[src/fmpc_pkg.sv]
// Package of constants and types for the fan motor protection control block
package fmpc_pkg;
  // Timing select bands, lowest voltage band first
  typedef enum logic [2:0] {
    FMPC_BAND_OFF = 3'h0,
    FMPC_BAND_PD18K = 3'h1,
    FMPC_BAND_PD75K = 3'h2,
    FMPC_BAND_OPEN = 3'h3,
    FMPC_BAND_PU120K = 3'h4,
    FMPC_BAND_PU39K = 3'h5,
    FMPC_BAND_SHORT = 3'h6
  } fmpc_band_type;

  typedef enum logic [1:0] {
    FMPC_RUN = 2'h0,
    FMPC_LOCK_HS = 2'h1,
    FMPC_LOCK_OFF = 2'h2,
    FMPC_RESTART = 2'h3
  } fmpc_lock_state_type;

  typedef enum logic [1:0] {
    FMPC_TSD_IDLE = 2'h0,
    FMPC_TSD_PWM_OFF = 2'h1,
    FMPC_TSD_ALL_OFF = 2'h2
  } fmpc_tsd_state_type;

  localparam int unsigned FMPC_CLK_HZ = 125000000;
  localparam int unsigned FMPC_CLK_PERIOD_NS = 8;
  // Prescaler gives a 1 ms tick; protection terms are counted in ticks
  localparam int unsigned FMPC_TICK_US = 1000;
  localparam int unsigned FMPC_TICK_CYCLES = FMPC_TICK_US * (FMPC_CLK_HZ / 1000000);
  localparam int unsigned FMPC_TERM_W = 13;
  // Terms in milliseconds
  localparam logic [12:0] FMPC_T_0P3_MS = 13'h012c;
  localparam logic [12:0] FMPC_T_0P6_MS = 13'h0258;
  localparam logic [12:0] FMPC_T_3P0_MS = 13'h0bb8;
  localparam logic [12:0] FMPC_T_4P5_MS = 13'h1194;
  localparam logic [12:0] FMPC_T_6P0_MS = 13'h1770;
  localparam logic [12:0] FMPC_DUTY_STOP_MS = 13'h0064;
  localparam logic [12:0] FMPC_VSP_STOP_MS = 13'h000a;
  // 5 Hz means a Hall period of 200 ms, so one half period of 100 ms
  localparam logic [12:0] FMPC_LOWFREQ_MS = 13'h0064;
  // Current filter: 1 us at 8 ns rounds up to 125 cycles
  localparam int unsigned FMPC_OC_FILTER_NS = 1000;
  localparam int unsigned FMPC_OC_FILTER_CYCLES =
    (FMPC_OC_FILTER_NS + FMPC_CLK_PERIOD_NS - 1) / FMPC_CLK_PERIOD_NS;
  localparam logic [1:0] FMPC_TSD_HALL_EDGES = 2'h3;
  localparam logic [1:0] FMPC_RESTART_EDGES = 2'h2;
endpackage : fmpc_pkg

[src/fmpc_top.sv]
// Lock protection, quick start, current limit and shutdown sequencing for a fan pre-driver
`timescale 1ns/1ps
//
// Overview of operation
// - Enter lock when no Hall zero crossing for the lock-detect term.
// - On lock, high sides off for one lock term, then high and low sides off; the PWM gate is not affected by lock.
// - Resume drive automatically after the restart-wait term from lock entry.
// - Speed pulse output follows Hall input even during lock.
// - Two Hall crossings during restart clear lock and drop the lock flag.
// - Timing select band sets terms and standby; lowest band disables lock.
// - 39k pull-up band: 0.6 s detect, 6.0 s wait, no standby.
// - 120k pull-up band: 6.0 s wait, standby allowed.
// - 75k pull-down: 0.3/6.0 s; 18k pull-down: 0.3/4.5 s; standby allowed.
// - PWM variant: duty low for stop term in wait clears lock; restart on pulses.
// - Quick start disabled when minimum duty is configured.
// - With startup duty threshold, quick start needs duty at or below it for stop term.
// - Analog variant: command low for short stop term in wait clears lock.
// - With startup voltage threshold, quick start needs command at or below it for short term.
// - Filtered overcurrent turns high side off until next PWM on instant.
// - Overcurrent acts only after persisting through a 1 us filter.
// - Overtemperature: PWM off until three Hall edges or 5 Hz, then all off.
// - Normal operation resumes as soon as overtemperature clears.
// - Motor supply undervoltage shuts all drive until recovery.
// - Regulator undervoltage also shuts drive until recovery.
// - Hall frequency at or below 5 Hz selects square-wave drive.
module fmpc_top #(
  parameter int unsigned TICK_CYCLES = fmpc_pkg::FMPC_TICK_CYCLES
) (
  input wire logic clk_i,
  input wire logic reset_n_i,
  input wire logic hall_i,
  input wire logic [2:0] lock_timing_select_i,
  input wire logic analog_variant_i,
  input wire logic pwm_duty_in_i,
  input wire logic analog_speed_low_i,
  input wire logic min_duty_select_i,
  input wire logic startup_thresh_set_i,
  input wire logic below_startup_thresh_i,
  input wire logic pwm_on_i,
  input wire logic current_sense_in_i,
  input wire logic overtemp_shutdown_i,
  input wire logic motor_supply_uv_i,
  input wire logic regulator_out_uv_i,
  output logic high_side_en_o,
  output logic low_side_en_o,
  output logic pwm_gate_o,
  output logic square_wave_mode_o,
  output logic standby_allowed_o,
  output logic speed_pulse_out_o,
  output logic lock_flag_out_o
);
  import fmpc_pkg::*;

  //////////////////////////////////////////////////////////////////////////////
  // Input synchronisation
  logic [9:0] pins_s;
  logic hall_s;
  logic duty_s;
  logic vsp_low_s;
  logic below_s;
  logic pwm_on_s;
  logic oc_s;
  logic tsd_s;
  logic vm_uv_s;
  logic regulator_out_uv_s;
  logic analog_s;

  fmpc_sync #(.WIDTH(10)) u_sync (
    .clk_i(clk_i),
    .reset_n_i(reset_n_i),
    .async_i({hall_i, pwm_duty_in_i, analog_speed_low_i, below_startup_thresh_i, pwm_on_i,
              current_sense_in_i, overtemp_shutdown_i, motor_supply_uv_i, regulator_out_uv_i,
              analog_variant_i}),
    .sync_o(pins_s)
  );
  assign {hall_s, duty_s, vsp_low_s, below_s, pwm_on_s, oc_s, tsd_s, vm_uv_s, regulator_out_uv_s, analog_s} = pins_s;

  //////////////////////////////////////////////////////////////////////////////
  // Prescaler tick
  localparam int PRE_W = $clog2(TICK_CYCLES + 1);
  logic [PRE_W-1:0] pre_q;
  logic tick_q;

  always_ff @(posedge clk_i) begin
    if (!reset_n_i) begin
      pre_q <= '0;
      tick_q <= 1'b0;
    end else if (pre_q == PRE_W'(TICK_CYCLES - 1)) begin
      pre_q <= '0;
      tick_q <= 1'b1;
    end else begin
      pre_q <= pre_q + 1'b1;
      tick_q <= 1'b0;
    end
  end

  //////////////////////////////////////////////////////////////////////////////
  // Timing band sampled once after reset
  fmpc_band_type band_q;
  logic band_taken_q;
  logic [FMPC_TERM_W-1:0] on_term;
  logic [FMPC_TERM_W-1:0] off_term;
  logic lock_enabled;
  logic standby_ok;

  always_ff @(posedge clk_i) begin
    if (!reset_n_i) begin
      band_q <= FMPC_BAND_OFF;
      band_taken_q <= 1'b0;
    end else if (!band_taken_q) begin
      band_q <= fmpc_band_type'(lock_timing_select_i);
      band_taken_q <= 1'b1;
    end
  end

  always_comb begin
    on_term = FMPC_T_0P3_MS;
    off_term = FMPC_T_3P0_MS;
    standby_ok = 1'b1;
    lock_enabled = 1'b1;
    unique case (band_q)
      FMPC_BAND_OFF: begin
        lock_enabled = 1'b0;
        standby_ok = 1'b0;
      end
      FMPC_BAND_PD18K: off_term = FMPC_T_4P5_MS;
      FMPC_BAND_PD75K: off_term = FMPC_T_6P0_MS;
      FMPC_BAND_OPEN: off_term = FMPC_T_3P0_MS;
      FMPC_BAND_PU120K: begin
        on_term = FMPC_T_0P6_MS;
        off_term = FMPC_T_6P0_MS;
      end
      FMPC_BAND_PU39K: begin
        on_term = FMPC_T_0P6_MS;
        off_term = FMPC_T_6P0_MS;
        standby_ok = 1'b0;
      end
      default: standby_ok = 1'b0;
    endcase
  end

  //////////////////////////////////////////////////////////////////////////////
  // Hall edge detection and low-frequency detection
  logic hall_d1_q;
  logic hall_edge;
  logic lowfreq;

  always_ff @(posedge clk_i) begin
    if (!reset_n_i) begin
      hall_d1_q <= 1'b0;
    end else begin
      hall_d1_q <= hall_s;
    end
  end
  assign hall_edge = hall_s ^ hall_d1_q;

  fmpc_term_timer #(.WIDTH(FMPC_TERM_W)) u_lowfreq (
    .clk_i(clk_i),
    .reset_n_i(reset_n_i),
    .tick_i(tick_q),
    .run_i(!hall_edge),
    .term_i(FMPC_LOWFREQ_MS),
    .done_o(lowfreq)
  );

  //////////////////////////////////////////////////////////////////////////////
  // Lock protection state machine
  fmpc_lock_state_type lock_q;
  logic [FMPC_TERM_W-1:0] lock_cnt_q;
  logic [FMPC_TERM_W-1:0] off_cnt_q;
  logic [1:0] restart_edges_q;
  logic stall_done;
  logic quick_clear;
  logic quick_clear_q;

  fmpc_term_timer #(.WIDTH(FMPC_TERM_W)) u_stall (
    .clk_i(clk_i),
    .reset_n_i(reset_n_i),
    .tick_i(tick_q),
    .run_i(!hall_edge && lock_q == FMPC_RUN && lock_enabled),
    .term_i(on_term),
    .done_o(stall_done)
  );

  // Quick start qualification: command held low for the variant's stop term
  logic qs_low;
  logic qs_done;
  assign qs_low = analog_s ? (startup_thresh_set_i ? below_s : vsp_low_s)
                           : (startup_thresh_set_i ? below_s : !duty_s);

  fmpc_term_timer #(.WIDTH(FMPC_TERM_W)) u_quick (
    .clk_i(clk_i),
    .reset_n_i(reset_n_i),
    .tick_i(tick_q),
    .run_i(qs_low && lock_q == FMPC_LOCK_OFF && !min_duty_select_i),
    .term_i(analog_s ? FMPC_VSP_STOP_MS : FMPC_DUTY_STOP_MS),
    .done_o(qs_done)
  );

  always_ff @(posedge clk_i) begin
    if (!reset_n_i) begin
      lock_q <= FMPC_RUN;
      lock_cnt_q <= '0;
      off_cnt_q <= '0;
      restart_edges_q <= 2'h0;
      quick_clear_q <= 1'b0;
    end else begin
      if (lock_q != FMPC_RUN && tick_q && off_cnt_q < off_term) begin
        off_cnt_q <= off_cnt_q + 1'b1;
      end
      unique case (lock_q)
        FMPC_RUN: begin
          off_cnt_q <= '0;
          lock_cnt_q <= '0;
          quick_clear_q <= 1'b0;
          if (stall_done) begin
            lock_q <= FMPC_LOCK_HS;
          end
        end
        FMPC_LOCK_HS: begin
          if (tick_q) begin
            lock_cnt_q <= lock_cnt_q + 1'b1;
          end
          if (lock_cnt_q >= on_term) begin
            lock_q <= FMPC_LOCK_OFF;
          end
        end
        FMPC_LOCK_OFF: begin
          if (qs_done) begin
            quick_clear_q <= 1'b1;
          end
          if (quick_clear_q && !qs_low) begin
            lock_q <= FMPC_RUN;
          // A lock cleared by quick start waits for the command, not for a retry
          end else if (!quick_clear_q && off_cnt_q >= off_term) begin
            lock_q <= FMPC_RESTART;
            restart_edges_q <= 2'h0;
            lock_cnt_q <= '0;
          end
        end
        FMPC_RESTART: begin
          if (hall_edge) begin
            restart_edges_q <= restart_edges_q + 1'b1;
          end
          if (tick_q) begin
            lock_cnt_q <= lock_cnt_q + 1'b1;
          end
          if (hall_edge && restart_edges_q == FMPC_RESTART_EDGES - 2'h1) begin
            lock_q <= FMPC_RUN;
          end else if (lock_cnt_q >= on_term) begin
            lock_q <= FMPC_LOCK_HS;
            lock_cnt_q <= '0;
            off_cnt_q <= '0;
          end
        end
      endcase
    end
  end

  //////////////////////////////////////////////////////////////////////////////
  // Overcurrent filter and latch
  localparam int OC_W = $clog2(FMPC_OC_FILTER_CYCLES + 1);
  logic [OC_W-1:0] oc_cnt_q;
  logic oc_latch_q;
  logic pwm_on_d1_q;

  always_ff @(posedge clk_i) begin
    if (!reset_n_i) begin
      oc_cnt_q <= '0;
      oc_latch_q <= 1'b0;
      pwm_on_d1_q <= 1'b0;
    end else begin
      pwm_on_d1_q <= pwm_on_s;
      if (!oc_s) begin
        oc_cnt_q <= '0;
      end else if (oc_cnt_q < OC_W'(FMPC_OC_FILTER_CYCLES)) begin
        oc_cnt_q <= oc_cnt_q + 1'b1;
      end
      if (oc_cnt_q == OC_W'(FMPC_OC_FILTER_CYCLES)) begin
        oc_latch_q <= 1'b1;
      end else if (pwm_on_s && !pwm_on_d1_q) begin
        oc_latch_q <= 1'b0;
      end
    end
  end

  //////////////////////////////////////////////////////////////////////////////
  // Thermal shutdown sequence
  fmpc_tsd_state_type tsd_q;
  logic [1:0] tsd_edges_q;

  always_ff @(posedge clk_i) begin
    if (!reset_n_i) begin
      tsd_q <= FMPC_TSD_IDLE;
      tsd_edges_q <= 2'h0;
    end else if (!tsd_s) begin
      tsd_q <= FMPC_TSD_IDLE;
      tsd_edges_q <= 2'h0;
    end else begin
      unique case (tsd_q)
        FMPC_TSD_IDLE: tsd_q <= FMPC_TSD_PWM_OFF;
        FMPC_TSD_PWM_OFF: begin
          if (hall_edge) begin
            tsd_edges_q <= tsd_edges_q + 1'b1;
          end
          if ((hall_edge && tsd_edges_q == FMPC_TSD_HALL_EDGES - 2'h1) || lowfreq) begin
            tsd_q <= FMPC_TSD_ALL_OFF;
          end
        end
        FMPC_TSD_ALL_OFF: tsd_q <= FMPC_TSD_ALL_OFF;
        default: tsd_q <= FMPC_TSD_IDLE;
      endcase
    end
  end

  //////////////////////////////////////////////////////////////////////////////
  // Output registers
  logic uv;
  assign uv = vm_uv_s || regulator_out_uv_s;

  always_ff @(posedge clk_i) begin
    if (!reset_n_i) begin
      high_side_en_o <= 1'b0;
      low_side_en_o <= 1'b0;
      pwm_gate_o <= 1'b0;
      square_wave_mode_o <= 1'b0;
      standby_allowed_o <= 1'b0;
      speed_pulse_out_o <= 1'b0;
      lock_flag_out_o <= 1'b0;
    end else begin
      low_side_en_o <= !uv && tsd_q != FMPC_TSD_ALL_OFF && lock_q != FMPC_LOCK_OFF;
      high_side_en_o <= !uv && tsd_q != FMPC_TSD_ALL_OFF && !oc_latch_q
                        && (lock_q == FMPC_RUN || lock_q == FMPC_RESTART);
      pwm_gate_o <= !uv && tsd_q == FMPC_TSD_IDLE && !oc_latch_q;
      square_wave_mode_o <= lowfreq;
      standby_allowed_o <= standby_ok && !min_duty_select_i;
      speed_pulse_out_o <= hall_s;
      // Quick start clears the lock before the command returns and drive resumes
      lock_flag_out_o <= lock_q != FMPC_RUN && !quick_clear_q;
    end
  end
endmodule : fmpc_top

[src/fmpc_sync.sv]
// Two-flop synchroniser bank for pin inputs
`timescale 1ns/1ps
module fmpc_sync #(
  parameter int WIDTH = 1
) (
  input wire logic clk_i,
  input wire logic reset_n_i,
  input wire logic [WIDTH-1:0] async_i,
  output logic [WIDTH-1:0] sync_o
);
  logic [WIDTH-1:0] meta_q;

  always_ff @(posedge clk_i) begin
    if (!reset_n_i) begin
      meta_q <= '0;
      sync_o <= '0;
    end else begin
      meta_q <= async_i;
      sync_o <= meta_q;
    end
  end
endmodule : fmpc_sync

[src/fmpc_term_timer.sv]
// Tick-driven term counter that flags when a level has held for a term
`timescale 1ns/1ps
module fmpc_term_timer #(
  parameter int WIDTH = 13
) (
  input wire logic clk_i,
  input wire logic reset_n_i,
  input wire logic tick_i,
  input wire logic run_i,
  input wire logic [WIDTH-1:0] term_i,
  output logic done_o
);
  logic [WIDTH-1:0] count_q;

  // Counter restarts whenever run drops; done holds while run stays high
  always_ff @(posedge clk_i) begin
    if (!reset_n_i || !run_i) begin
      count_q <= '0;
    end else if (tick_i && count_q < term_i) begin
      count_q <= count_q + 1'b1;
    end
  end

  assign done_o = run_i && (count_q >= term_i);
endmodule : fmpc_term_timer

[config.mk]
export PLATFORM = sky130hd
export DESIGN_NAME = fmpc_top
export DESIGN_NICKNAME = d
export VERILOG_FILES = /design/src/fmpc_pkg.sv /design/src/fmpc_top.sv /design/src/fmpc_sync.sv /design/src/fmpc_term_timer.sv
export SDC_FILE = /design/constraint.sdc
export NUM_CORES = 1
export LEC_CHECK = 0
export BUFFER_PORTS_ARGS = -buffer_cell sky130_fd_sc_hd__buf_2
export CAP_MARGIN = 20
export CORE_ASPECT_RATIO = 1.5
export CORE_UTILIZATION = 40
export CTS_CLUSTER_SIZE = 30
export DETAILED_ROUTE_END_ITERATION = 6
export PLACE_DENSITY_LB_ADDON = 0.25
export RECOVER_POWER = 100
export SYNTH_ARGS = -nofsm -noshare
export SYNTH_HDL_FRONTEND = slang
export SYNTH_HIERARCHICAL = 1
export SYNTH_SLANG_ARGS = --single-unit
[constraint.sdc]
create_clock -name clk_i -period 4.59 [get_ports clk_i]
set_input_delay 0.918 -clock clk_i [delete_from_list [all_inputs] [get_ports clk_i]]
set_output_delay 0.918 -clock clk_i [all_outputs]
set_load 0.02 [all_outputs]
# Word-level counts from Yosys, hierarchy flattened
# Index checks and enable logic that the tools add are counted.
[word_totals]
ff_bits = 132
input_bits = 17
word_cells = 169
output_inout_bits = 7
[op_classes]
n_reduce_logical = 60
add_sub_neg = 9
n_mux = 37
n_bitwise = 2
magnitude_cmp = 10
eq_ne = 25
[ops]
columns = ["cell", "count"]
rows = [
  ["2-to-1 mux 13 bit", 8],
  ["adder 13 x 1 -> 13 bit, second input constant", 5],
  ["one-hot mux 13 bit (2 select lines)", 2],
  ["one-hot mux 13 bit (4 select lines)", 1],
  ["greater-or-equal comparator 13 bit", 2],
  ["logical AND 1 bit", 25],
  ["2-to-1 mux 2 bit", 10],
  ["adder 17 x 1 -> 17 bit, second input constant", 1],
  ["equality test 17 bit, second input constant", 1],
  ["!= test 2 bit, second input constant", 8],
  ["greater-or-equal comparator 13 x 10 -> 1 bit", 1],
  ["greater-or-equal comparator 13 x 7 -> 1 bit", 1],
  ["greater-or-equal comparator 13 x 7 -> 1 bit, second input constant", 1],
  ["less-than comparator 13 x 10 -> 1 bit", 1],
  ["less-than comparator 13 bit", 1],
  ["less-than comparator 13 x 7 -> 1 bit", 1],
  ["less-than comparator 13 x 7 -> 1 bit, second input constant", 1],
  ["zero test 1 bit", 11],
  ["2-to-1 mux 1 bit", 10],
  ["2-to-1 mux 10 bit", 1],
  ["AND reduction 2 bit", 5],
  ["equality test 2 bit, second input constant", 4],
  ["one-hot mux 2 bit (4 select lines)", 1],
  ["AND reduction 4 bit", 2],
  ["24 further kinds", 39],
]

# Depth between registers and ports, before layout
[logic_depth]
depth_word = 9
ltp_mapped = 15
depth_no_buf = 13

# Modules after synthesis
# The synthesis kept the hierarchy.
[by_module_without_submodules]
columns = ["mod", "area_each_um2", "cells_each", "seq_area_each_um2", "instances"]
rows = [
  ["fmpc_top", 3827.4, 440, 1461.4, 1],
  ["fmpc_term_timer", 1064.8, 131, 260.2, 3],
  ["fmpc_sync", 561.8, 42, 400.4, 1],
]

# Worst setup path before layout
# Ideal clock, no wire load.
[synth_timing]
path_kind = "register to register"
from = "register band_q[2]"
to = "register lock_cnt_q[10]"
arrival_ps = 3093
stages_incl_launch_ff = 13
setup_time_ps = 79
n_path_buf = 1
path_slack_ps = 1417
t_required_ps = 4511
period_less_slack_ps = 3173
path_cell_list = "dfxtp_1 -> nor2b_1 -> inv_1 -> nand2_1 -> inv_1 -> ha_1 -> and3_1 -> nand3_1 -> o31ai_2 -> a221oi_2 -> buf_6 -> or4_4 -> a211oi_2"
[synth_between]
elab_chain_len = 7
elab_cells_between_ends = 16
cone_classes = "order compare (2); eq/ne (5); mux (5); reduce/logical (4)"
[synth_rtl]
columns = ["element", "line_no", "text"]
rows = [
  ["start, declared", "fmpc_top.sv:99", "fmpc_band_type band_q;"],
  ["start signal, assigned", "fmpc_top.sv:111", "band_q <= fmpc_band_type'(lock_timing_select_i);"],
  ["equality test 3 bit", "fmpc_top.sv:121", "unique case (band_q)"],
  ["OR reduction 2 bit (no source line) (*)", "--", ""],
  ["2-to-1 mux 10 bit (*)", "fmpc_top.sv:121", ""],
  ["named net on_term[4]", "fmpc_top.sv:101", "logic [FMPC_TERM_W-1:0] on_term;"],
  ["greater-or-equal comparator 13 bit (*)", "fmpc_top.sv:250", "end else if (lock_cnt_q >= on_term) begin"],
  ["2-to-1 mux 13 bit (*)", "fmpc_top.sv:250", ""],
  ["2-to-1 mux 13 bit (*)", "fmpc_top.sv:248", "if (hall_edge && restart_edges_q == FMPC_RESTART_EDGES - 2'h1) begin"],
  ["one-hot mux 13 bit (4 select lines) (*)", "fmpc_top.sv:211", "unique case (lock_q)"],
  ["end signal, assigned", "fmpc_top.sv:222", "lock_cnt_q <= lock_cnt_q + 1'b1;"],
  ["end signal, assigned", "fmpc_top.sv:246", "lock_cnt_q <= lock_cnt_q + 1'b1;"],
  ["end, declared", "fmpc_top.sv:169", "logic [FMPC_TERM_W-1:0] lock_cnt_q;"],
]
# Mark *: on every way through the listed nets, which the timed path passes. The rest lies on a longest branch.
# A chain may end at the register's enable or synchronous reset.

# Final worst setup path
[layout_timing]
from = "register band_q[2]"
to = "register lock_cnt_q[1]"
# Same word-level chain as after synthesis.

==> flow_metrics.env <==
export IMPL_placed_area_um2=7990
export IMPL_cts_buffer_depth=2
export IMPL_min_period_over_period_pct=81.7
export IMPL_fmax_mhz=267
export IMPL_crit_required_ns=4.84
export IMPL_setup_tns_ns=0
export IMPL_start_kind="register"
export IMPL_drv_cap=0
export IMPL_cts_made_buffers=17
export IMPL_postCtsHoldBufs=0
export IMPL_area_growth_pct=12.5
export IMPL_syn_inst=875
export IMPL_clock_latency_ns=0.41
export IMPL_crit_arrival_ns=4.00
export IMPL_grt_max_degree=37
export IMPL_ys_flop_type="dfxtp_1"
export IMPL_combPwrFrac_pct=7.6
export IMPL_worst_slew_pin_slew_ns=1.32
export IMPL_first_global_vias=5907
export IMPL_path_max_fanout=15
export IMPL_setup_violations=0
export IMPL_ys_seq_area_share_pct=34.8
export IMPL_ir_drop_v=0.000228
export IMPL_dr_pass1_iters=5
export IMPL_dr_first_iter_drc_count=233
export IMPL_slew_viol_final=0
export IMPL_switching_share_pct=24.7
export IMPL_dpl_cell_count=1157
export IMPL_rsz0062_at_grt="false"
export IMPL_mostFrequentLayoutCell="dfxtp_1"
export IMPL_p_clk_share_pct=50.3
export IMPL_async_flop_share_pct=0
export IMPL_die_area_um2=19500
export IMPL_drive_gt1_share_pct=8.23
export IMPL_io_buffers=23
export IMPL_ys_ff_latch=132
export IMPL_finalInstanceArea_um2=8530
export IMPL_finalHoldViolations=0
export IMPL_power_density_nw_per_um2=330
export IMPL_finalCriticalPeriod_ns=3.75
export IMPL_num_vias=6216
export IMPL_fp_dieH_um=171
export IMPL_slowest_delay_ns=0.56
export IMPL_syn_area_per_cell_um2=8.67
export IMPL_cts_resized=0
export IMPL_outcome="finished, final reports clean"
export IMPL_gp_congestion=0.825
export IMPL_cts_sinks=132
export IMPL_syn_cell_area_um2=7580
export IMPL_post_cts_buffers=0
export IMPL_rows=61
export IMPL_crit_start="band_q[2]"
export IMPL_final_cell_mix="dfxtp_1, inv_1, ha_1, nand2_1, a21oi_1"
export IMPL_cp_slowest_cell="clkbuf_1"
export IMPL_yosys_area_top_type="dfxtp_1"
export IMPL_tritoncts="done"
export IMPL_ys_warnings_count=6
export IMPL_antenna_found_initial=0
export IMPL_switching_power_mw=0.695
export IMPL_grt_total_usage_pct=17.3
export IMPL_timing_critical_path_mode_cell="inv_1"
export IMPL_clk_pin_slew_ns=0.06
export IMPL_synth_distinct_cells=65
export IMPL_fin_cells=1188
export IMPL_hpwlAfterDp_um=11300
export IMPL_yosys_area_top_type_share_pct=34.8
export IMPL_power_leakage_nw=3.19
export IMPL_pin_count=24
export IMPL_fin_skew_ns=0.0130
export IMPL_p_int_mw=2.12
export IMPL_wl_per_cell_um=13.3
export IMPL_slew_headroom_pct=12.1
export IMPL_drt_total_wl_um=15800
export IMPL_initial_core_util_pct=40.9
export IMPL_fp_dieW_um=114
export IMPL_hold_path_class="reg -> reg"
export IMPL_route_antenna_remaining_nets=0
export IMPL_critPathKind="reg -> reg"
export IMPL_synth_area_leaders="dfxtp_1, ha_1, a21oi_1"
export IMPL_critPathCaptureType="register"
export IMPL_hold_start="u_sync/meta_q[8]"
export IMPL_grt_overflow_total=0
export IMPL_root_buffer="clkbuf_16"
export IMPL_hold_slack_ns=0.426
export IMPL_synth_edf_count=0
export IMPL_seqPwrFrac_pct=42.1
export IMPL_nNetsFinal=1015
export IMPL_drc=0
export IMPL_viasPerCell=5.23
export IMPL_core_um2=18500
export IMPL_grt_pass1_wl_um=27300
export IMPL_htree_num_levels=4
export IMPL_final_util_pct=46.0
export IMPL_r2r_start="band_q[2]"
export IMPL_path_cells="nor2b_1 -> inv_1 -> nand2_1 -> inv_1 -> nand2b_1 -> inv_1 -> ha_1 -> nand3_1 -> o31ai_1 -> buf_4 -> o21bai_1 -> a211oi_1 -> clkbuf_1 -> nor3_1"
export IMPL_diodes=0
[registers in the layout, indices dropped and copies added, names as in the netlist, 2 cells and up]
register           flops
band_q                 3
lock_cnt_q            13
lock_q                 2
oc_cnt_q               7
off_cnt_q             13
pre_q                 17
restart_edges_q        2
tsd_edges_q            2
tsd_q                  2
u_lowfreq/count_q     13
u_quick/count_q       13
u_stall/count_q       13
u_sync/meta_q         10
u_sync/sync_o         10
[power groups by stage]
stage	Combinational (mW)	Clock (mW)	Sequential [mW]
floorplan	0.153	0	1.21
global route	0.240	1.50	1.19
finish	0.214	1.42	1.18
CTS	0.224	1.45	1.18
detailed placement	0.224	0	1.21
global placement	0.221	0	1.21
[area by class of cell]
cell class              count  area, um2
fillers                  1805      10000
multi-input cells         664       4520
flip-flops and latches    132       2640
clock buffers              18        439
well taps                 252        315
inverters                  80        300
clock inverters            13        171
repair buffers             29        139
[metrics by stage]
stage / worst slack, ns / power, mW
finish: 0.840 / 2.81
global route: 0.469 / 2.93
CTS: 0.958 / 2.86
detailed placement: 0.950 / 1.43
global placement: 1.09 / 1.43
floorplan: 1.42 / 1.37
[final timing paths]
check,depth (start not counted),end,slack (ns)
worst min register to register,1,u_sync/sync_o[8],0.43
worst max register to register,14,lock_cnt_q[1],0.84
worst max-delay path,14,lock_cnt_q[1],0.84
worst min-delay path,1,u_sync/sync_o[8],0.43
[synthesized netlist by cell type, types with 3 or more instances]
master       n
a21oi_1     61
nor2b_1      3
nor4_1      17
o311ai_0     9
o21a_1       7
a2111oi_2    3
o22ai_1      3
a31o_2       3
o21ai_1      4
a21o_1       3
o31ai_1     23
or3_1       13
nand4_1     22
mux2i_1      9
xnor2_1     18
o21ai_0     31
or4_1       21
a211oi_1    13
dfxtp_1    132
buf_2        4
nand4_4      3
nand2b_1    12
and4_1       9
and2_2      11
ha_1        74
o31a_1       6
and3_1      12
clkbuf_1     8
inv_1       79
nand4b_1     3
nand3_1     32
nor3b_1      3
a211oi_2     5
o41ai_1      9
nand2_1     67
and2_1      15
nor2_1      56
or3_4        3
buf_1        4
nor3_1      16
xor2_1      11
buf_6        9
[critical path: cells and delay by family, from the launching register on]
family          cells  cell delay (ns)
compound gates      3             0.77
buf+inv             5             1.18
simple gates        5             0.94
flops               1             0.41
fa+ha+maj           1             0.28
[cell families after synthesis]
logic type	count (synthesis)	synth area share, %
xor+xnor	29	3.35
other cells	2	0.0990
mux	10	1.34
flops	132	34.8
compound gates	199	18.2
simple gates	324	23.8
buf+inv	105	6.15
fa+ha+maj	74	12.2
[layer usage]
layer	vias to the layer above	share of wire (%)	wire, um	track usage, %
met5	-	0	0	0
met2	66	50	7930	31.2
li1	3273	-	-	-
met3	24	2.2	340	3.05
met4	0	2.1	335	6.83
met1	2853	45	7180	20.1
(Power assumes the default switching activity.)
